$ cat src/include/pic_pkg.sv
// Purpose: shared constants for the prioritized interrupt controller
// Assumes: 32-bit apb register bus, one register per aligned word
// Notes: per-source registers are arrays of words starting at a base offset
package pic_pkg;
   localparam int unsigned PIC_NUM_SRC = 8;
   localparam int unsigned PIC_PRIO_W = 8;
   localparam int unsigned PIC_IMPL_BITS = 3;
   localparam int unsigned PIC_GRP_W = 3;
   localparam int unsigned PIC_VTOR_ALIGN_BITS = 10;
   localparam int unsigned PIC_ID_W = 8;
   // register byte offsets
   localparam logic [11:0] PIC_OFF_CTRL = 12'h000;
   localparam logic [11:0] PIC_OFF_MASK = 12'h004;
   localparam logic [11:0] PIC_OFF_GROUP = 12'h008;
   localparam logic [11:0] PIC_OFF_VTOR = 12'h00C;
   localparam logic [11:0] PIC_OFF_TRIG = 12'h010;
   localparam logic [11:0] PIC_OFF_ACK = 12'h014;
   localparam logic [11:0] PIC_OFF_EOI = 12'h018;
   localparam logic [11:0] PIC_OFF_STAT = 12'h01C;
   localparam logic [11:0] PIC_OFF_ENSET = 12'h020;
   localparam logic [11:0] PIC_OFF_ENCLR = 12'h024;
   localparam logic [11:0] PIC_OFF_PNDSET = 12'h028;
   localparam logic [11:0] PIC_OFF_PNDCLR = 12'h02C;
   localparam logic [11:0] PIC_OFF_PRIO = 12'h100;
   localparam logic [31:0] PIC_CTRL_RST = 32'h0000_0000;
   localparam logic [7:0] PIC_NONE = 8'hFF;
   localparam logic [3:0] PIC_LVL_IDLE = 4'h8;
endpackage

$ cat src/hw/pic_top.sv
// Purpose: nested prioritized interrupt controller with apb register access
// Assumes: peripheral lines synchronous to i_clk, core acks and ends handlers
// Notes: apb inserts one wait state; pready pulses in the second access cycle
//
// Overview of operation
// - smaller priority value is more urgent; zero is most urgent.
// - among simultaneous enabled sources, present the most urgent first.
// - arbitration compares only the top three priority bits.
// - nonzero mask blocks sources with priority at or above the threshold.
// - mask threshold zero disables priority masking.
// - mask threshold reads back unchanged.
// - grouping splits priority; only preemption bits allow nesting.
// - grouping values three through seven behave identically.
// - reading grouping returns the written value, not the preemption bit count.
// - software trigger acts exactly like a hardware line assertion.
// - sources are delivered only when individually enabled; else held pending.
// - vector table base is relocatable and 1 kB aligned.
// - global gate blocks the combined request without touching enables.
// - set pending runs the handler when priorities next allow.
// - clear pending discards untaken occurrences.
`timescale 1ns/1ps
`default_nettype none
module pic_top
#(
   parameter int unsigned NUM_SRC = pic_pkg::PIC_NUM_SRC
) (
   // clock and reset
   input wire logic i_clk,
   input wire logic i_rst_n,
   // apb slave
   input wire logic i_psel,
   input wire logic i_penable,
   input wire logic i_pwrite,
   input wire logic [11:0] i_paddr,
   input wire logic [31:0] i_pwdata,
   output logic [31:0] o_prdata,
   output logic o_pready,
   output logic o_pslverr,
   // peripheral lines
   input wire logic [NUM_SRC-1:0] i_irq,
   // core side
   output logic o_cpu_irq,
   output logic [31:0] o_vector_addr
);
   import pic_pkg::*;

   // ==========================================================
   // state
   logic [NUM_SRC-1:0] en_q;
   logic [NUM_SRC-1:0] pend_q;
   logic [NUM_SRC-1:0] active_q;
   logic [PIC_PRIO_W-1:0] prio_q [NUM_SRC];
   logic [PIC_PRIO_W-1:0] mask_q;
   logic [PIC_GRP_W-1:0] group_q;
   logic [31-PIC_VTOR_ALIGN_BITS:0] vtor_q;
   logic gate_q;
   logic [NUM_SRC-1:0] irq_prev_q;
   // preemption level of each nested handler, and its stack
   logic [3:0] lvl_stk_q [NUM_SRC+1];
   logic [7:0] id_stk_q [NUM_SRC+1];
   logic [3:0] depth_q;
   logic [31:0] rdata_q;
   logic ready_q;
   logic cpu_irq_q;
   logic [31:0] vec_q;

   // ==========================================================
   // bus decode
   // the access is taken once, on the first access edge; the wait state
   // that follows lets prdata come straight from a flop
   logic acc;
   logic wr;
   logic rd;
   assign acc = i_psel && i_penable && !ready_q;
   assign wr = acc && i_pwrite;
   assign rd = acc && !i_pwrite;

   // one write strobe per register
   logic ctrl_wr;
   logic mask_wr;
   logic group_wr;
   logic vtor_wr;
   logic trig_wr;
   logic ack_req;
   logic eoi_req;
   logic enset_wr;
   logic enclr_wr;
   logic pndset_wr;
   logic pndclr_wr;
   assign ctrl_wr = wr && (i_paddr == PIC_OFF_CTRL);
   assign mask_wr = wr && (i_paddr == PIC_OFF_MASK);
   assign group_wr = wr && (i_paddr == PIC_OFF_GROUP);
   assign vtor_wr = wr && (i_paddr == PIC_OFF_VTOR);
   assign trig_wr = wr && (i_paddr == PIC_OFF_TRIG);
   assign ack_req = wr && (i_paddr == PIC_OFF_ACK);
   assign eoi_req = wr && (i_paddr == PIC_OFF_EOI);
   assign enset_wr = wr && (i_paddr == PIC_OFF_ENSET);
   assign enclr_wr = wr && (i_paddr == PIC_OFF_ENCLR);
   assign pndset_wr = wr && (i_paddr == PIC_OFF_PNDSET);
   assign pndclr_wr = wr && (i_paddr == PIC_OFF_PNDCLR);

   logic is_prio;
   logic [7:0] prio_idx;
   assign is_prio = (i_paddr >= PIC_OFF_PRIO) && (i_paddr[1:0] == 2'b00)
      && ((i_paddr - PIC_OFF_PRIO) < 12'(NUM_SRC * 4));
   assign prio_idx = 8'((i_paddr - PIC_OFF_PRIO) >> 2);

   // ==========================================================
   // arbitration
   // preemption bit count, capped at the implemented bits
   logic [2:0] pre_bits;
   assign pre_bits = (group_q >= 3'(PIC_IMPL_BITS)) ? 3'(PIC_IMPL_BITS) : group_q;

   function automatic logic [2:0] top3(input logic [7:0] p);
      top3 = p[7:5];
   endfunction

   function automatic logic [3:0] pre_lvl(input logic [7:0] p, input logic [2:0] nb);
      logic [2:0] t;
      t = top3(p);
      pre_lvl = {1'b0, t >> (3'(PIC_IMPL_BITS) - nb)};
   endfunction

   logic [NUM_SRC-1:0] cand;
   logic [7:0] win_id;
   logic [2:0] win_p;
   logic win_ok;
   logic [3:0] cur_lvl;
   logic [3:0] win_lvl;
   assign cur_lvl = lvl_stk_q[depth_q];

   // per-source qualification; a source in service cannot compete again
   logic [NUM_SRC-1:0] mask_pass;
   logic mask_off;
   assign mask_off = (mask_q == 8'h00);
   for (genvar g = 0; g < NUM_SRC; g++) begin : g_cand
      // blocked once the value reaches the threshold
      assign mask_pass[g] = mask_off || (top3(prio_q[g]) < top3(mask_q));
      assign cand[g] = pend_q[g] && en_q[g] && !active_q[g] && mask_pass[g];
   end

   always_comb begin
      win_id = PIC_NONE;
      win_p = 3'h7;
      win_ok = 1'b0;
      for (int i = 0; i < NUM_SRC; i++) begin
         // lower value wins, lowest index breaks ties
         if (cand[i] && (!win_ok || top3(prio_q[i]) < win_p)) begin
            win_ok = 1'b1;
            win_p = top3(prio_q[i]);
            win_id = 8'(i);
         end
      end
   end
   assign win_lvl = win_ok ? pre_lvl({win_p, 5'h00}, pre_bits) : PIC_LVL_IDLE;

   // only a strictly more urgent preemption level nests
   logic take_ok;
   assign take_ok = win_ok && (win_lvl < cur_lvl) && (depth_q < 4'(NUM_SRC));

   // a take with nothing preemptable, or an end at depth zero, is dropped
   logic ack_wr;
   logic eoi_wr;
   assign ack_wr = ack_req && take_ok;
   assign eoi_wr = eoi_req && (depth_q != 4'h0);

   // ==========================================================
   // pending, enable, active
   // line history resets to the idle level, so a line already high at reset is seen as an edge
   always_ff @(posedge i_clk) begin
      if (!i_rst_n) begin
         irq_prev_q <= '0;
      end else begin
         irq_prev_q <= i_irq;
      end
   end

   // set and clear requests per source
   logic [NUM_SRC-1:0] pend_set;
   logic [NUM_SRC-1:0] pend_clr;
   for (genvar g = 0; g < NUM_SRC; g++) begin : g_pend
      // trigger acts like a line edge; set pending
      assign pend_set[g] = (i_irq[g] && !irq_prev_q[g])
         || (trig_wr && (i_pwdata[PIC_ID_W-1:0] == PIC_ID_W'(g)))
         || (pndset_wr && i_pwdata[g]);
      assign pend_clr[g] = (pndclr_wr && i_pwdata[g])
         || (ack_wr && (win_id == PIC_ID_W'(g)));
   end

   // a set beats a clear in the same cycle, so no edge is lost
   always_ff @(posedge i_clk) begin
      if (!i_rst_n) begin
         pend_q <= '0;
      end else begin
         pend_q <= pend_set | (pend_q & ~pend_clr);
      end
   end

   always_ff @(posedge i_clk) begin
      if (!i_rst_n) begin
         en_q <= '0;
      end else if (enset_wr) begin
         en_q <= en_q | i_pwdata[NUM_SRC-1:0];
      end else if (enclr_wr) begin
         en_q <= en_q & ~i_pwdata[NUM_SRC-1:0];
      end
   end

   // nesting depth; entry zero of the stacks is the idle thread level
   always_ff @(posedge i_clk) begin
      if (!i_rst_n) begin
         depth_q <= 4'h0;
      end else if (ack_wr) begin
         depth_q <= depth_q + 4'h1;
      end else if (eoi_wr) begin
         depth_q <= depth_q - 4'h1;
      end
   end

   // handlers in service; an end write retires only the innermost one
   always_ff @(posedge i_clk) begin
      if (!i_rst_n) begin
         active_q <= '0;
      end else if (ack_wr) begin
         active_q[win_id[2:0]] <= 1'b1;
      end else if (eoi_wr) begin
         active_q[id_stk_q[depth_q][2:0]] <= 1'b0;
      end
   end

   // level and id of each taken handler
   always_ff @(posedge i_clk) begin
      if (!i_rst_n) begin
         for (int k = 0; k <= NUM_SRC; k++) begin
            lvl_stk_q[k] <= PIC_LVL_IDLE;
            id_stk_q[k] <= PIC_NONE;
         end
      end else if (ack_wr) begin
         lvl_stk_q[depth_q + 4'h1] <= win_lvl;
         id_stk_q[depth_q + 4'h1] <= win_id;
      end
   end

   // ==========================================================
   // configuration registers
   // global gate
   always_ff @(posedge i_clk) begin
      if (!i_rst_n) begin
         gate_q <= 1'b0;
      end else if (ctrl_wr) begin
         gate_q <= i_pwdata[0];
      end
   end

   always_ff @(posedge i_clk) begin
      if (!i_rst_n) begin
         mask_q <= 8'h00;
      end else if (mask_wr) begin
         mask_q <= i_pwdata[PIC_PRIO_W-1:0];
      end
   end

   always_ff @(posedge i_clk) begin
      if (!i_rst_n) begin
         group_q <= 3'h0;
      end else if (group_wr) begin
         group_q <= i_pwdata[PIC_GRP_W-1:0];
      end
   end

   // low bits of the base are not stored, so they read as zero
   always_ff @(posedge i_clk) begin
      if (!i_rst_n) begin
         vtor_q <= '0;
      end else if (vtor_wr) begin
         vtor_q <= i_pwdata[31:PIC_VTOR_ALIGN_BITS];
      end
   end

   for (genvar g = 0; g < NUM_SRC; g++) begin : g_prio
      always_ff @(posedge i_clk) begin
         if (!i_rst_n) begin
            prio_q[g] <= 8'h00;
         end else if (wr && is_prio && prio_idx == 8'(g)) begin
            prio_q[g] <= i_pwdata[7:0];
         end
      end
   end

   // ==========================================================
   // read path
   logic [31:0] rmux;
   logic valid_addr;
   always_comb begin
      rmux = 32'h0000_0000;
      valid_addr = 1'b1;
      if (is_prio) begin
         rmux = {24'h000000, prio_q[prio_idx[2:0]]};
      end else begin
         case (i_paddr)
            PIC_OFF_CTRL: rmux = {31'h0, gate_q};
            PIC_OFF_MASK: rmux = {24'h0, mask_q};
            PIC_OFF_GROUP: rmux = {29'h0, group_q};
            PIC_OFF_VTOR: rmux = {vtor_q, 10'h000};
            PIC_OFF_STAT: rmux = {win_id, 4'h0, depth_q, 7'h0, take_ok, 8'(id_stk_q[depth_q])};
            PIC_OFF_ENSET, PIC_OFF_ENCLR: rmux = 32'(en_q);
            PIC_OFF_PNDSET, PIC_OFF_PNDCLR: rmux = 32'(pend_q);
            PIC_OFF_TRIG, PIC_OFF_ACK, PIC_OFF_EOI: rmux = 32'h0000_0000;
            default: valid_addr = 1'b0;
         endcase
      end
   end

   always_ff @(posedge i_clk) begin
      if (!i_rst_n) begin
         ready_q <= 1'b0;
         rdata_q <= 32'h0000_0000;
         o_pslverr <= 1'b0;
      end else begin
         ready_q <= i_psel && i_penable && !ready_q;
         o_pslverr <= acc && !valid_addr;
         if (rd) begin
            rdata_q <= rmux;
         end
      end
   end
   assign o_pready = ready_q;
   assign o_prdata = rdata_q;

   // ==========================================================
   // core request
   always_ff @(posedge i_clk) begin
      if (!i_rst_n) begin
         cpu_irq_q <= 1'b0;
         vec_q <= 32'h0000_0000;
      end else begin
         cpu_irq_q <= take_ok && gate_q && !ack_wr;
         // vector fetch address from relocated base
         vec_q <= {vtor_q, 10'h000} + {22'h0, win_id, 2'b00};
      end
   end
   assign o_cpu_irq = cpu_irq_q;
   assign o_vector_addr = vec_q;
endmodule
`default_nettype wire

$ cat config.mk
export PLATFORM = sky130hd
export DESIGN_NAME = pic_top
export DESIGN_NICKNAME = d
export VERILOG_FILES = /design/src/include/pic_pkg.sv /design/src/hw/pic_top.sv
export SDC_FILE = /design/constraint.sdc
export NUM_CORES = 1
export LEC_CHECK = 0
export BUFFER_PORTS_ARGS = -buffer_cell sky130_fd_sc_hd__buf_2
export CAP_MARGIN = 0
export CORE_ASPECT_RATIO = 0.8
export CORE_MARGIN = 5
export CORE_UTILIZATION = 55
export DETAILED_ROUTE_END_ITERATION = 16
export PLACE_DENSITY = 0.74
export SLEW_MARGIN = 5
export SYNTH_ARGS = -nofsm -noshare
export SYNTH_HDL_FRONTEND = slang
export SYNTH_SLANG_ARGS = --single-unit
$ cat constraint.sdc
create_clock -name i_clk -period 19.55 [get_ports i_clk]
set_input_delay 0.9775 -clock i_clk [delete_from_list [all_inputs] [get_ports i_clk]]
set_output_delay 0.9775 -clock i_clk [all_outputs]
set_load 0.05 [all_outputs]
==> flow_metrics.env <==
export IMPL_drt_drc_violations_left=0
export IMPL_drive_above_1_share_pct=18.8
export IMPL_netlist_area_um2=15100
export IMPL_finalHoldViolCount=0
export IMPL_required_ns=19.72
export IMPL_viasPerCell=6.10
export IMPL_grt_first_pass_wirelength_um=60400
export IMPL_grt_max_degree=94
export IMPL_r2r_end="id_stk_q[0][2]"
export IMPL_async_flop_share_pct=0
export IMPL_min_period_ns=17.00
export IMPL_critPathLaunchType="flip-flop"
export IMPL_rrSetupSlack_ns=2.55
export IMPL_synth_ff_type="edfxtp_1"
export IMPL_max_stage_delay_ns=0.85
export IMPL_wl_met1_um=17200
export IMPL_gp_congestion=0.912
export IMPL_die_y_um=158
export IMPL_antenna_found_initial=0
export IMPL_worst_setup_hold_path_clk_slew_ns=0.06
export IMPL_cts_sinks=310
export IMPL_avgSynthCellArea_um2=11.4
export IMPL_hold_slack_ns=0.458
export IMPL_critPathArrivalTime_ns=17.18
export IMPL_syn_inst=1331
export IMPL_hold_path_class="reg -> reg"
export IMPL_status="finished, final reports clean"
export IMPL_p_int_w=0.00106
export IMPL_r2r_start="mask_q[7]"
export IMPL_clkPwrFrac_pct=42.5
export IMPL_holdPathStages=2
export IMPL_fp_dieArea_um2=30900
export IMPL_critPathMaxFanout=16
export IMPL_crit_buf_inv=6
export IMPL_wl_met2_um=16700
export IMPL_slew_limit_headroom_pct=10.3
export IMPL_postCtsHoldBufs=0
export IMPL_crit_path_end_kind="flip-flop"
export IMPL_grt_overflow_total=0
export IMPL_avgRoutedWirePerCell_um=21.1
export IMPL_wl_met3_um=3850
export IMPL_postCtsResizedCells=0
export IMPL_leakagePower_nw=5.96
export IMPL_crit_slowest_cell="a41oi_1"
export IMPL_drtPass1Iterations=6
export IMPL_wl_um=38200
export IMPL_reg2reg_depth=57
export IMPL_cts_tree="yes"
export IMPL_syn_to_final_growth_pct=12.2
export IMPL_portBuffers=118
export IMPL_min_from="o_prdata[8]"
export IMPL_maxCapViolations=0
export IMPL_grt_pass1_vias=10828
export IMPL_diodes=0
export IMPL_synth_most_common_cell="edfxtp_1"
export IMPL_io_pins=124
export IMPL_htree_num_levels=1
export IMPL_cts_setup_buffers=0
export IMPL_yosysWarnings=0
export IMPL_power_frac_comb_pct=5.1
export IMPL_critical_path_top_delay_family="compound AO/OA/AOI/OAI gates"
export IMPL_drtIter0Drc=1127
export IMPL_p_sw_share_pct=21.9
export IMPL_rows=54
export IMPL_yosysSeqAreaShare_pct=52.7
export IMPL_clk_path_buf_depth=3
export IMPL_initial_utilization_pct=55.6
export IMPL_cts_made_buffers=31
export IMPL_clockRootBuffer="clkbuf_16"
export IMPL_fin_skew_ns=0.0270
export IMPL_setup_viol=0
export IMPL_synth_top_area_cell="edfxtp_1"
export IMPL_p_seq_share_pct=52.5
export IMPL_place_area_um2=15900
export IMPL_hold_path_end="o_prdata[8]"
export IMPL_finalNetCount=1513
export IMPL_fmax_mhz=58.8
export IMPL_p_per_area_nw_per_um2=79.7
export IMPL_clk_latency_ns=0.56
export IMPL_netlist_area_leader_share_pct=35.0
export IMPL_die_x_um=195
export IMPL_fin_crit_sh_pct=87.0
export IMPL_grtUsageTotal_pct=24.4
export IMPL_rsz0062_at_grt="no"
export IMPL_fin_area_um2=17000
export IMPL_switching_power_w=0.000296
export IMPL_irDropWorstVdd_mv=0.0700
export IMPL_critical_path_class="reg -> reg"
export IMPL_antenna_left=0
export IMPL_synth_edf_count=176
export IMPL_synth_distinct_cells=86
export IMPL_synthTopCellsByCount="edfxtp_1 (176), dfxtp_1 (134), nand2_1 (132)"
export IMPL_top_layer_used="met4"
export IMPL_tightest_slew_ns=1.33
export IMPL_hpwl_um=27400
export IMPL_synthTopCellsByArea="edfxtp_1 (35%), dfxtp_1 (18%), mux4_2 (7.6%), and2_1 (4.3%), nand2_1 (3.3%)"
export IMPL_tns_ns=0
export IMPL_num_vias=11035
export IMPL_finalMaxSlewViolations=0
export IMPL_ys_ff_latch=310
export IMPL_fp_coreArea_um2=27200
[power by group through the flow]
stage                     sequential (W)  combinational (W)  clock (W)
final                           0.000709          0.0000683   0.000574
after global routing            0.000710          0.0000737   0.000608
after CTS                       0.000709          0.0000678   0.000577
after detailed placement        0.000723          0.0000673          0
after global placement          0.000722          0.0000663          0
after floorplan                 0.000722          0.0000431          0
[cell type report]
class	count	area, µm²
sequential	310	7970
inverter	47	176
clock inverter	14	106
fill	2094	10200
multi-input combinational	898	6660
timing repair buffer	133	706
tap	364	455
clock buffer	43	885
[cell families (layout without fill, tap and decap cells)]
family,after synthesis,count (layout),share of synthesized area (%)
mux,84,84,9.90
buf+inv,125,237,3.47
simple gates,487,487,17.0
fa+ha+maj,36,36,2.96
flops,310,310,52.7
other cells,1,3,0.0248
compound gates,287,287,13.9
xor+xnor,1,1,0.0580
[flip-flops by register name, indices dropped and copies added, names as in the netlist, 22 cells and up, named ones only]
name	count
o_prdata	31
prio_q	64
id_stk_q	61
o_vector_addr	26
vtor_q	22
lvl_stk_q	51
[per-layer routing]
metal  up-vias  GRT usage, %
li1       5099             -
met1      5358          36.9
met2       535          37.5
met3        43          4.97
met4         0          4.15
met5         -             0
[cell usage in the layout, fill, tap and decap left out, types with 44 or more instances in the layout]
cell,synthesis,final
a21oi_1,44,44
and2_1,103,103
buf_2,2,117
dfxtp_1,134,133
edfxtp_1,176,176
inv_1,47,47
mux4_2,51,51
nand2_1,132,132
nor2_1,59,59
o21ai_0,44,44
[worst max-delay path by stage]
stage / startpoint / end / cells past startpoint
after global routing: mask_q[7] / id_stk_q[0][2] / 58
after detailed placement: mask_q[7] / lvl_stk_q[0][0] / 57
after floorplan: mask_q[7] / id_stk_q[8][0] / 58
final: mask_q[7] / id_stk_q[0][2] / 57
after CTS: mask_q[7] / id_stk_q[0][2] / 58
after global placement: mask_q[7] / lvl_stk_q[0][0] / 58
[worst reg2reg max path: cells and delay by family (launching register included)]
family	cells	cell delay, ns
simple gates	19	3.84
compound gates	20	7.43
mux	4	1.38
fa+ha+maj	8	2.59
buf+inv	6	0.98
flops	1	0.43
[stage by stage]
step / util, % / total power (W) / worst slack [ns] / instances
6_report: 62.4 / 0.00135 / 2.55 / 1809
5_1_grt: 62.4 / 0.00139 / 1.17 / 1809
4_1_cts: 62.3 / 0.00135 / 2.68 / 1809
3_5_place_dp: 58.7 / 0.000790 / 2.80 / 1752
3_3_place_gp: 58.7 / 0.000788 / 3.27 / 1752
2_1_floorplan: - / 0.000765 / 5.44 / 1333
Power figures use the tool's default switching activity.
